`config.mk`:
```
export PLATFORM = sky130hd
export DESIGN_NAME = vsm_ctrl
export DESIGN_NICKNAME = d
export VERILOG_FILES = /design/src/logic/vsm_pkg.sv /design/src/logic/vsm_ctrl.sv
export SDC_FILE = /design/constraint.sdc
export NUM_CORES = 1
export LEC_CHECK = 0
export ABC_AREA = 0
export BUFFER_PORTS_ARGS = -buffer_cell sky130_fd_sc_hd__buf_2
export CAP_MARGIN = 20
export CORE_MARGIN = 1.5
export CORE_UTILIZATION = 40
export DETAILED_ROUTE_END_ITERATION = 7
export GPL_TIMING_DRIVEN = 0
export PLACE_DENSITY = 0.69
export SLEW_MARGIN = 15
export SYNTH_ARGS = -nofsm -noshare
export SYNTH_HDL_FRONTEND = slang
export SYNTH_SLANG_ARGS = --single-unit
export TNS_END_PERCENT = 1
```
`constraint.sdc`:
```
create_clock -name ref_clk -period 7.4 [get_ports ref_clk]
set_input_delay 1.48 -clock ref_clk [delete_from_list [all_inputs] [get_ports ref_clk]]
set_output_delay 1.48 -clock ref_clk [all_outputs]
set_load 0.05 [all_outputs]
```
`src/logic/vsm_pkg.sv`:
```
// Constants, register map and state types for the supply supervisor controller
// ============================================================================
package vsm_pkg;

    localparam int ADDR_W = 8;
    localparam int DATA_W = 16;

    // ========================================================================
    // Register offsets
    localparam logic [7:0] LOW_CTL_ADDR = 8'h00;
    localparam logic [7:0] HIGH_CTL_ADDR = 8'h04;
    localparam logic [7:0] FLAGS_ADDR = 8'h08;
    localparam logic [7:0] IRQ_STAT_ADDR = 8'h0c;
    localparam logic [7:0] IRQ_MASK_ADDR = 8'h10;
    localparam logic [7:0] STATE_ADDR = 8'h14;

    // ========================================================================
    // Control register fields, same layout on both sides
    localparam int CTL_SUP_EN = 0;
    localparam int CTL_SUP_MD = 1;
    localparam int CTL_SUP_FP = 2;
    localparam int CTL_MON_EN = 3;
    localparam int CTL_MON_FP = 4;
    localparam int CTL_ACE = 5;
    localparam int CTL_W = 6;
    localparam logic [5:0] LOW_CTL_RESET = 6'h09;
    localparam logic [5:0] HIGH_CTL_RESET = 6'h09;

    // Flag and interrupt bit positions
    localparam int FLG_LOW_DLY = 0;
    localparam int FLG_HIGH_DLY = 1;
    localparam int IRQ_LOW_DONE = 0;
    localparam int IRQ_HIGH_DONE = 1;
    localparam int IRQ_CORE_RST = 2;
    localparam int IRQ_STUCK = 3;
    localparam int IRQ_W = 4;
    localparam logic [3:0] IRQ_MASK_RESET = 4'h0;

    // ========================================================================
    // Timing
    localparam int CLK_MHZ = 50;
    localparam int SETTLE_FAST_US = 2;
    localparam int SETTLE_SLOW_US = 150;
    localparam int HAZARD_WIN_US = 1;
    localparam int SETTLE_FAST_CYC = SETTLE_FAST_US * CLK_MHZ;
    localparam int SETTLE_SLOW_CYC = SETTLE_SLOW_US * CLK_MHZ;
    localparam int HAZARD_WIN_CYC = HAZARD_WIN_US * CLK_MHZ;
    localparam int CNT_W = 16;

    typedef enum logic [1:0] {SUP_OFF, SUP_NORMAL, SUP_FULL} vsm_sup_e;

    typedef struct packed {
        logic ace;
        logic mon_fp;
        logic mon_en;
        logic sup_fp;
        logic sup_md;
        logic sup_en;
    } vsm_ctl_s;

    typedef struct packed {
        vsm_sup_e low_sup;
        vsm_sup_e low_mon;
        vsm_sup_e high_sup;
        vsm_sup_e high_mon;
    } vsm_states_s;

endpackage

```
`src/logic/vsm_ctrl.sv`:
```
// Supply supervisor mode decode, settling delays, core reset and low-power wake control
`timescale 1ns/100ps
module vsm_ctrl #(
    parameter int SETTLE_SLOW_CYC = vsm_pkg::SETTLE_SLOW_CYC
)(
    input wire logic ref_clk,
    input wire logic rst_n,
    input wire logic [vsm_pkg::ADDR_W-1:0] reg_addr,
    input wire logic [vsm_pkg::DATA_W-1:0] reg_wdata,
    input wire logic reg_wr,
    input wire logic reg_rd,
    output logic [vsm_pkg::DATA_W-1:0] reg_rdata,
    input wire logic lpm_deep_req,
    input wire logic wake_event,
    input wire logic core_raise,
    input wire logic core_ok_pin,
    input wire logic power_up_clear,
    output vsm_pkg::vsm_states_s sup_states,
    output logic deep_mode,
    output logic wake_slow,
    output logic cpu_run,
    output logic lpm_stuck,
    output logic device_reset,
    output logic irq
);

    typedef enum logic [1:0] {PWR_ACTIVE, PWR_DEEP, PWR_WAKE, PWR_STUCK} vsm_pwr_e;

    // ========================================================================
    // Decode helpers
    function automatic vsm_pkg::vsm_sup_e sup_decode(
        input logic en,
        input logic md,
        input logic fp,
        input logic ace,
        input logic deep
    );
        vsm_pkg::vsm_sup_e act;
        act = fp ? vsm_pkg::SUP_FULL : vsm_pkg::SUP_NORMAL;
        if (!en)
            sup_decode = vsm_pkg::SUP_OFF;
        else if (!deep)
            sup_decode = act;
        else if (!md)
            sup_decode = vsm_pkg::SUP_OFF;
        else if (!ace)
            sup_decode = act;
        else if (fp)
            sup_decode = vsm_pkg::SUP_NORMAL;
        else
            sup_decode = vsm_pkg::SUP_OFF;
    endfunction

    function automatic vsm_pkg::vsm_sup_e mon_decode(
        input logic en,
        input logic fp,
        input logic ace,
        input logic deep
    );
        vsm_pkg::vsm_sup_e act;
        act = fp ? vsm_pkg::SUP_FULL : vsm_pkg::SUP_NORMAL;
        if (!en)
            mon_decode = vsm_pkg::SUP_OFF;
        else if (!deep || !ace)
            mon_decode = act;
        else if (fp)
            mon_decode = vsm_pkg::SUP_NORMAL;
        else
            mon_decode = vsm_pkg::SUP_OFF;
    endfunction

    localparam logic [vsm_pkg::CNT_W-1:0] FAST_CNT = vsm_pkg::CNT_W'(vsm_pkg::SETTLE_FAST_CYC);
    localparam logic [vsm_pkg::CNT_W-1:0] SLOW_CNT = vsm_pkg::CNT_W'(SETTLE_SLOW_CYC);
    localparam logic [vsm_pkg::CNT_W-1:0] WIN_CNT = vsm_pkg::CNT_W'(vsm_pkg::HAZARD_WIN_CYC);

    // ========================================================================
    // Registers
    vsm_pkg::vsm_ctl_s low_side_supervisor_control_q;
    vsm_pkg::vsm_ctl_s high_side_supervisor_control_q;
    logic [vsm_pkg::IRQ_W-1:0] irq_stat_q;
    logic [vsm_pkg::IRQ_W-1:0] irq_stat_d;
    logic [vsm_pkg::IRQ_W-1:0] irq_mask_q;
    logic [vsm_pkg::CNT_W-1:0] low_cnt_q;
    logic [vsm_pkg::CNT_W-1:0] high_cnt_q;
    logic [vsm_pkg::CNT_W-1:0] pwr_cnt_q;
    logic [vsm_pkg::CNT_W-1:0] win_cnt_q;
    logic low_side_delay_flag_q;
    logic high_side_delay_flag_q;
    logic raise_pend_q;
    logic core_s1_q;
    logic core_s2_q;
    logic core_s3_q;
    logic core_ok_q;
    logic armed_q;
    vsm_pwr_e pwr_q;
    vsm_pwr_e pwr_d;

    // ========================================================================
    // Address decode
    wire wr_low = reg_wr && (reg_addr == vsm_pkg::LOW_CTL_ADDR);
    wire wr_high = reg_wr && (reg_addr == vsm_pkg::HIGH_CTL_ADDR);
    wire wr_mask = reg_wr && (reg_addr == vsm_pkg::IRQ_MASK_ADDR);
    wire rd_stat = reg_rd && (reg_addr == vsm_pkg::IRQ_STAT_ADDR);
    wire deep = (pwr_q != PWR_ACTIVE);

    vsm_pkg::vsm_ctl_s lc;
    vsm_pkg::vsm_ctl_s hc;
    assign lc = low_side_supervisor_control_q;
    assign hc = high_side_supervisor_control_q;

    // ========================================================================
    // Mode decode
    vsm_pkg::vsm_states_s st_d;
    assign st_d.low_sup = sup_decode(lc.sup_en, lc.sup_md, lc.sup_fp, lc.ace, deep);
    assign st_d.low_mon = mon_decode(lc.mon_en, lc.mon_fp, lc.ace, deep);
    assign st_d.high_sup = sup_decode(hc.sup_en, hc.sup_md, hc.sup_fp, hc.ace, deep);
    assign st_d.high_mon = mon_decode(hc.mon_en, hc.mon_fp, hc.ace, deep);

    // Slow wake-up when either low-side unit sits in normal performance
    wire slow_wake_d = (lc.sup_en && !lc.sup_fp) || (lc.mon_en && !lc.mon_fp);

    // Active and deep states, compared directly so the test does not depend on pwr_q
    wire hs_act_norm = hc.sup_en && !hc.sup_fp;
    wire hs_deep_off = sup_decode(hc.sup_en, hc.sup_md, hc.sup_fp, hc.ace, 1'b1)
                       == vsm_pkg::SUP_OFF;
    wire hm_act_norm = hc.mon_en && !hc.mon_fp;
    wire hm_deep_off = mon_decode(hc.mon_en, hc.mon_fp, hc.ace, 1'b1) == vsm_pkg::SUP_OFF;
    wire high_drop = (hs_act_norm && hs_deep_off) || (hm_act_norm && hm_deep_off);
    // Manual and always-on high side keeps high_drop low, avoiding the hazard
    wire low_fast = !slow_wake_d;
    wire cfg_hazard = low_fast && high_drop;
    wire dly_pending = low_side_delay_flag_q || high_side_delay_flag_q;

    // ========================================================================
    // Settling delays
    wire low_expire = low_side_delay_flag_q && (low_cnt_q == '0);
    wire high_expire = high_side_delay_flag_q && (high_cnt_q == '0);
    wire low_start = wr_low || core_raise;
    // Length follows the value being written so the new mode governs its own settling
    wire low_fp_new = wr_low ? reg_wdata[vsm_pkg::CTL_SUP_FP] : lc.sup_fp;
    wire [vsm_pkg::CNT_W-1:0] low_load = low_fp_new ? FAST_CNT - 1'b1 : SLOW_CNT - 1'b1;
    wire [vsm_pkg::CNT_W-1:0] high_load = reg_wdata[vsm_pkg::CTL_SUP_FP]
                                          ? FAST_CNT - 1'b1 : SLOW_CNT - 1'b1;
    // A raise still pending when settling ends with core low trips the reset
    wire core_fail = low_expire && raise_pend_q && !core_ok_q;

    // ========================================================================
    // Power state machine
    wire hang = cfg_hazard || armed_q;
    always_comb
    begin
        pwr_d = pwr_q;
        case (pwr_q)
            PWR_ACTIVE:
                if (lpm_deep_req)
                    pwr_d = PWR_DEEP;
            PWR_DEEP:
                if (wake_event)
                    pwr_d = (win_cnt_q != '0 && hang) ? PWR_STUCK : PWR_WAKE;
            PWR_WAKE:
                if (pwr_cnt_q == '0)
                    pwr_d = PWR_ACTIVE;
            PWR_STUCK:
                if (power_up_clear)
                    pwr_d = PWR_ACTIVE;
            default:
                pwr_d = PWR_ACTIVE;
        endcase
    end

    // ========================================================================
    // Interrupt status, set wins over read clear
    wire [vsm_pkg::IRQ_W-1:0] irq_set = {pwr_d == PWR_STUCK && pwr_q != PWR_STUCK,
                                         core_fail, high_expire, low_expire};
    assign irq_stat_d = (rd_stat ? '0 : irq_stat_q) | irq_set;

    // ========================================================================
    // Read mux
    logic [vsm_pkg::DATA_W-1:0] rd_mux;
    always_comb
    begin
        rd_mux = '0;
        if (reg_addr == vsm_pkg::LOW_CTL_ADDR)
            rd_mux = vsm_pkg::DATA_W'(lc);
        else if (reg_addr == vsm_pkg::HIGH_CTL_ADDR)
            rd_mux = vsm_pkg::DATA_W'(hc);
        else if (reg_addr == vsm_pkg::FLAGS_ADDR)
            rd_mux = vsm_pkg::DATA_W'({high_side_delay_flag_q, low_side_delay_flag_q});
        else if (reg_addr == vsm_pkg::IRQ_STAT_ADDR)
            rd_mux = vsm_pkg::DATA_W'(irq_stat_q);
        else if (reg_addr == vsm_pkg::IRQ_MASK_ADDR)
            rd_mux = vsm_pkg::DATA_W'(irq_mask_q);
        else if (reg_addr == vsm_pkg::STATE_ADDR)
            rd_mux = vsm_pkg::DATA_W'({pwr_q, sup_states});
    end

    // ========================================================================
    // Core level pin synchroniser; a change counts once stages two and three agree
    always_ff @(posedge ref_clk or negedge rst_n)
    begin
        if (!rst_n)
        begin
            core_s1_q <= 1'b0;
            core_s2_q <= 1'b0;
            core_s3_q <= 1'b0;
            core_ok_q <= 1'b0;
        end
        else
        begin
            core_s1_q <= core_ok_pin;
            core_s2_q <= core_s1_q;
            core_s3_q <= core_s2_q;
            if (core_s2_q == core_s3_q)
                core_ok_q <= core_s3_q;
        end
    end

    // ========================================================================
    // Control registers
    always_ff @(posedge ref_clk or negedge rst_n)
    begin
        if (!rst_n)
        begin
            low_side_supervisor_control_q <= vsm_pkg::LOW_CTL_RESET;
            high_side_supervisor_control_q <= vsm_pkg::HIGH_CTL_RESET;
            irq_mask_q <= vsm_pkg::IRQ_MASK_RESET;
            irq_stat_q <= '0;
            reg_rdata <= '0;
        end
        else
        begin
            if (wr_low)
                low_side_supervisor_control_q <= reg_wdata[vsm_pkg::CTL_W-1:0];
            if (wr_high)
                high_side_supervisor_control_q <= reg_wdata[vsm_pkg::CTL_W-1:0];
            if (wr_mask)
                irq_mask_q <= reg_wdata[vsm_pkg::IRQ_W-1:0];
            irq_stat_q <= irq_stat_d;
            reg_rdata <= reg_rd ? rd_mux : '0;
        end
    end

    // ========================================================================
    // Low side settling
    always_ff @(posedge ref_clk or negedge rst_n)
    begin
        if (!rst_n)
        begin
            low_side_delay_flag_q <= 1'b0;
            low_cnt_q <= '0;
            raise_pend_q <= 1'b0;
        end
        else
        begin
            if (low_start)
            begin
                low_side_delay_flag_q <= 1'b1;
                low_cnt_q <= low_load;
            end
            else if (low_expire)
                low_side_delay_flag_q <= 1'b0;
            else if (low_side_delay_flag_q)
                low_cnt_q <= low_cnt_q - 1'b1;
            if (core_raise)
                raise_pend_q <= 1'b1;
            else if (low_expire)
                raise_pend_q <= 1'b0;
        end
    end

    // ========================================================================
    // High side settling
    always_ff @(posedge ref_clk or negedge rst_n)
    begin
        if (!rst_n)
        begin
            high_side_delay_flag_q <= 1'b0;
            high_cnt_q <= '0;
        end
        else
        begin
            if (wr_high)
            begin
                high_side_delay_flag_q <= 1'b1;
                high_cnt_q <= high_load;
            end
            else if (high_expire)
                high_side_delay_flag_q <= 1'b0;
            else if (high_side_delay_flag_q)
                high_cnt_q <= high_cnt_q - 1'b1;
        end
    end

    // ========================================================================
    // Power state, entry window and wake timer
    always_ff @(posedge ref_clk or negedge rst_n)
    begin
        if (!rst_n)
        begin
            pwr_q <= PWR_ACTIVE;
            win_cnt_q <= '0;
            pwr_cnt_q <= '0;
            armed_q <= 1'b0;
        end
        else
        begin
            pwr_q <= pwr_d;
            if (pwr_q == PWR_ACTIVE && pwr_d == PWR_DEEP)
            begin
                win_cnt_q <= WIN_CNT;
                // Entry with settling still running leaves the wake path unsafe
                armed_q <= dly_pending;
            end
            else if (win_cnt_q != '0)
                win_cnt_q <= win_cnt_q - 1'b1;
            if (pwr_q == PWR_DEEP && pwr_d == PWR_WAKE)
                pwr_cnt_q <= slow_wake_d ? SLOW_CNT - 1'b1 : FAST_CNT - 1'b1;
            else if (pwr_cnt_q != '0)
                pwr_cnt_q <= pwr_cnt_q - 1'b1;
        end
    end

    // ========================================================================
    // Registered outputs
    always_ff @(posedge ref_clk or negedge rst_n)
    begin
        if (!rst_n)
        begin
            sup_states <= '0;
            deep_mode <= 1'b0;
            wake_slow <= 1'b0;
            cpu_run <= 1'b1;
            lpm_stuck <= 1'b0;
            device_reset <= 1'b0;
            irq <= 1'b0;
        end
        else
        begin
            sup_states <= st_d;
            deep_mode <= (pwr_d != PWR_ACTIVE);
            wake_slow <= slow_wake_d;
            cpu_run <= (pwr_d == PWR_ACTIVE);
            lpm_stuck <= (pwr_d == PWR_STUCK);
            device_reset <= core_fail;
            irq <= |(irq_stat_d & irq_mask_q);
        end
    end

endmodule

```
==> impl_results.md <==
- Outcome: complete, no violations
- Total track usage: 0.1941
- R2r startpoint: high_cnt_q[0]
- CP startpoint kind: input port
- 1st-pass router iterations: 5
- RSZ-0062 raised after global routing: false
- Clock transition at path regs: ~0.050 ns
- Largest net degree at the start of global routing: 69
- WHS Endpoint: core_s2_q
- Initial antenna violation count: 4
- Die area: 15,590 um^2
- Synth Flop Type: dfrtp_1
- Hold path cells: 0
- Total gr overflow: 0
- Area Growth Syn to Fin: 19.64%
- Post-route minimum period: 3.458 ns
- Post-DP HPWL: 10,170 um
- Die X: about 120 um
- H-Tree Depth: 4
- Hold Vio Cnt, Final: 0
- Height of the die: around 120 um
- P_sw: ~730 uW
- Post-synth EDFFs: 0
- Critical R2R Capture: irq
- Multiplexer area fraction after synthesis: 0.02023
- Clk sink count: 118
- Pleak: 0.003186 uW
- Nets@finish: 733
- Cells after Synth: 620
- Fraction of registers with async set/reset: 1.000
- Via/cell ratio: 5.531
- Antenna-violating nets left: 0
- Slew Limit Headroom: 0.3184
- Max VDD drop: approximately 0.00022 V
- Vias: 4,934
- Core Area: 14,530 um^2
- Post-Route WL: 14,230 um
- GP Congestion: 0.9468
- Post-Syn Area per Cell: 9.578 um^2
- Critical Path Fanout Max: 9
- Vias in the first global route: 5,027
- # IOs: 63
- Internal power: 1565 uW
- Compound-Gate Fraction of Synth Area: 0.1123
- Num CTS Buffers: 17
- Layout cells sized above 1: 0.1534
- Bufs on Longest Clock Path: 2
- Simple-Gate Fraction of Synth Area: 0.2560
- Crit path DAT: 3.76 ns
- CTS tree: done
- WL per Instance: 15.95 um
- Commonest non-fill, non-tap cell in the layout: dfrtp_1
- Sw frac: 0.3189
- Setup violators final: 0
- Hold Path Origin: core_s1_q
- Global-route wire length before repair: about 24,000 um
- Required time worst endpoint: approximately 7.7 ns
- Most frequent cells in the layout: dfrtp_1, nand2_1, nor2_1, buf_2, xor2_1
- Power share of the sequential group: 0.392
- Site Rows: 44
- Combinational power share: 0.221
- Starting density of the core: 0.4086
- Post-CTS setup buffer count: 0
- Cell Pwr Density: between 300 and 400 nW/um^2
- MaxCap Viol Count: 0
- Clock Power Share: 0.387
- Root Buffer: clkbuf_16
- DRC violations left: 0
- Fmax: between 200 and 300 MHz
- Slew at the pin closest to its max-slew limit: 1.013 ns
- Hold-fix buffers at CTS: 0
- Period utilization: 0.4673
- Post-synthesis adder-cell area fraction: 0.02065
- Mapped cell area: 5938 um^2
- Crit end category: flip-flop
- Cell variety after synth: 56
- Main combinational cell family by area after synthesis: simple AND/OR/NAND/NOR gates
- Max Slew Vio Count: 0
- CP Class: in2reg
- DR iter-0 viols: 442
- Xor and xnor area share after synthesis: 0.05900
- Worst reg2reg path depth: 7
- Worst-skew pair later-pin latency: around 0.42 ns
- WHS: between 0.3 and 0.4 ns
- Fin Clk Skew: 0.007802 ns
- Util after Layout: 0.4888
- # port buffers: 46
- FF+latch count, synth: roughly 120
- Register area share after synthesis: 0.4983
- Hold Crit Class: reg2reg
- Setup TNS: 0 ns
- R2R Setup Slk: around 4.8 ns
- Ys Warns: 0
- CTS resizes: 0
-- Yosys cell counts (all sizes together) (4+ instances only) --
library cell | count | area [um^2]
dfrtp | 113 | 2828
nand2 | 72 | 270.3
nor2 | 61 | 229.0
o21ai | 28 | 140.1
xor2 | 28 | 245.2
nor3 | 27 | 135.1
inv | 25 | 93.84
nand4 | 22 | 137.6
a21oi | 21 | 105.1
nand3 | 21 | 105.1
nor4 | 21 | 156.4
and2 | 18 | 112.6
clkbuf | 14 | 52.55
xnor2 | 12 | 105.1
or4 | 11 | 90.08
ha | 9 | 112.6
a31oi | 8 | 50.05
mux2 | 8 | 90.09
buf | 7 | 48.79
nor2b | 6 | 37.54
nor4b | 6 | 52.55
o31ai | 6 | 45.04
or3 | 6 | 37.54
a22o | 5 | 43.79
and3 | 5 | 31.28
dfstp | 5 | 131.4
nand2b | 5 | 31.28
o22ai | 5 | 31.28
a211oi | 4 | 30.03
a21boi | 4 | 30.03
o41ai | 4 | 53.81
-- per-stage QoR --
| stage | setup WS [ns] | cell area, um^2 | cells | power (uW) |
|---|---|---|---|---|
| 6_report | 3.942 | 7104 | 892 | 2297 |
| 5_1_grt | 3.747 | 7099 | 890 | 2432 |
| 3_5_place_dp | 3.540 | 6451 | 856 | 1407 |
| 3_3_place_gp | 3.399 | 6417 | 855 | 1371 |
| 2_1_floorplan | 4.290 | 5957 | 625 | 1259 |
| 4_1_cts | 3.959 | 7094 | 888 | 2307 |
-- state kept, by name, summed over array words and instances, names as in the netlist, 6 cells and up --
register / cells
lc: 6
high_cnt_q: 16
reg_rdata: 10
low_cnt_q: 16
win_cnt_q: 16
hc: 6
pwr_cnt_q: 16
sup_states: 8
-- final cells by class --
type / instances / area (um^2)
timing repair buffer: 47 / 264.0
clock inverter: 9 / 145.1
inverter: 25 / 93.84
tap: 184 / 230.2
buffer: 21 / 101.3
clock buffer: 23 / 498.0
multi-input combinational: 461 / 2803
sequential: 118 / 2959
fill: 1351 / 7430
antenna: 4 / 10.01
-- logic make-up (layout without fill, tap and decap cells) --
family,Yosys count,after routing
AO/OA/AOI/OAI,101,101
XOR/XNOR,40,40
adder cells (fa/ha/maj),10,10
buffers and inverters,46,125
flip-flops,118,118
multiplexers,11,11
other,1,10
AND/OR/NAND/NOR,293,293
-- worst max-delay path: stages --
cell and delay (ns):
buf_2 0.11, nor4_2 0.81, a41oi_1 0.54, o21ai_1 0.38, o31ai_1 0.13, a211oi_1 0.30
-- worst max path at each step --
| stage | slack [ns] | start | endpoint | cells after the start |
|---|---|---|---|---|
| after floorplan | 4.29 | reg_addr[7] | lc[1] | 4 |
| after global placement | 3.40 | rst_n | high_cnt_q[9] | 1 |
| after detailed placement | 3.54 | reg_addr[7] | low_cnt_q[3] | 6 |
| after CTS | 3.96 | reg_addr[7] | low_cnt_q[8] | 6 |
| after global routing | 3.75 | reg_addr[7] | low_cnt_q[3] | 6 |
| final | 3.94 | reg_addr[7] | low_cnt_q[8] | 6 |
-- power groups by stage --
stage          clock network [uW]  logic, uW  registers, uW
2_1_floorplan                   0        352            907
3_3_place_gp                    0        476            895
3_5_place_dp                    0        503            904
4_1_cts                       900        509            898
5_1_grt                       931        580            921
6_report                      890        508            900
-- routing by layer --
metal  vias to the layer above  track usage  wire length (um)
met1                      2400       0.2448              6180
li1                       2367            -                 -
met4                         0      0.07955               292
met5                         -            0                 0
met3                        27      0.06143               849
met2                       140       0.3093              6906
Note: power is estimated with default switching activity, not from simulation.
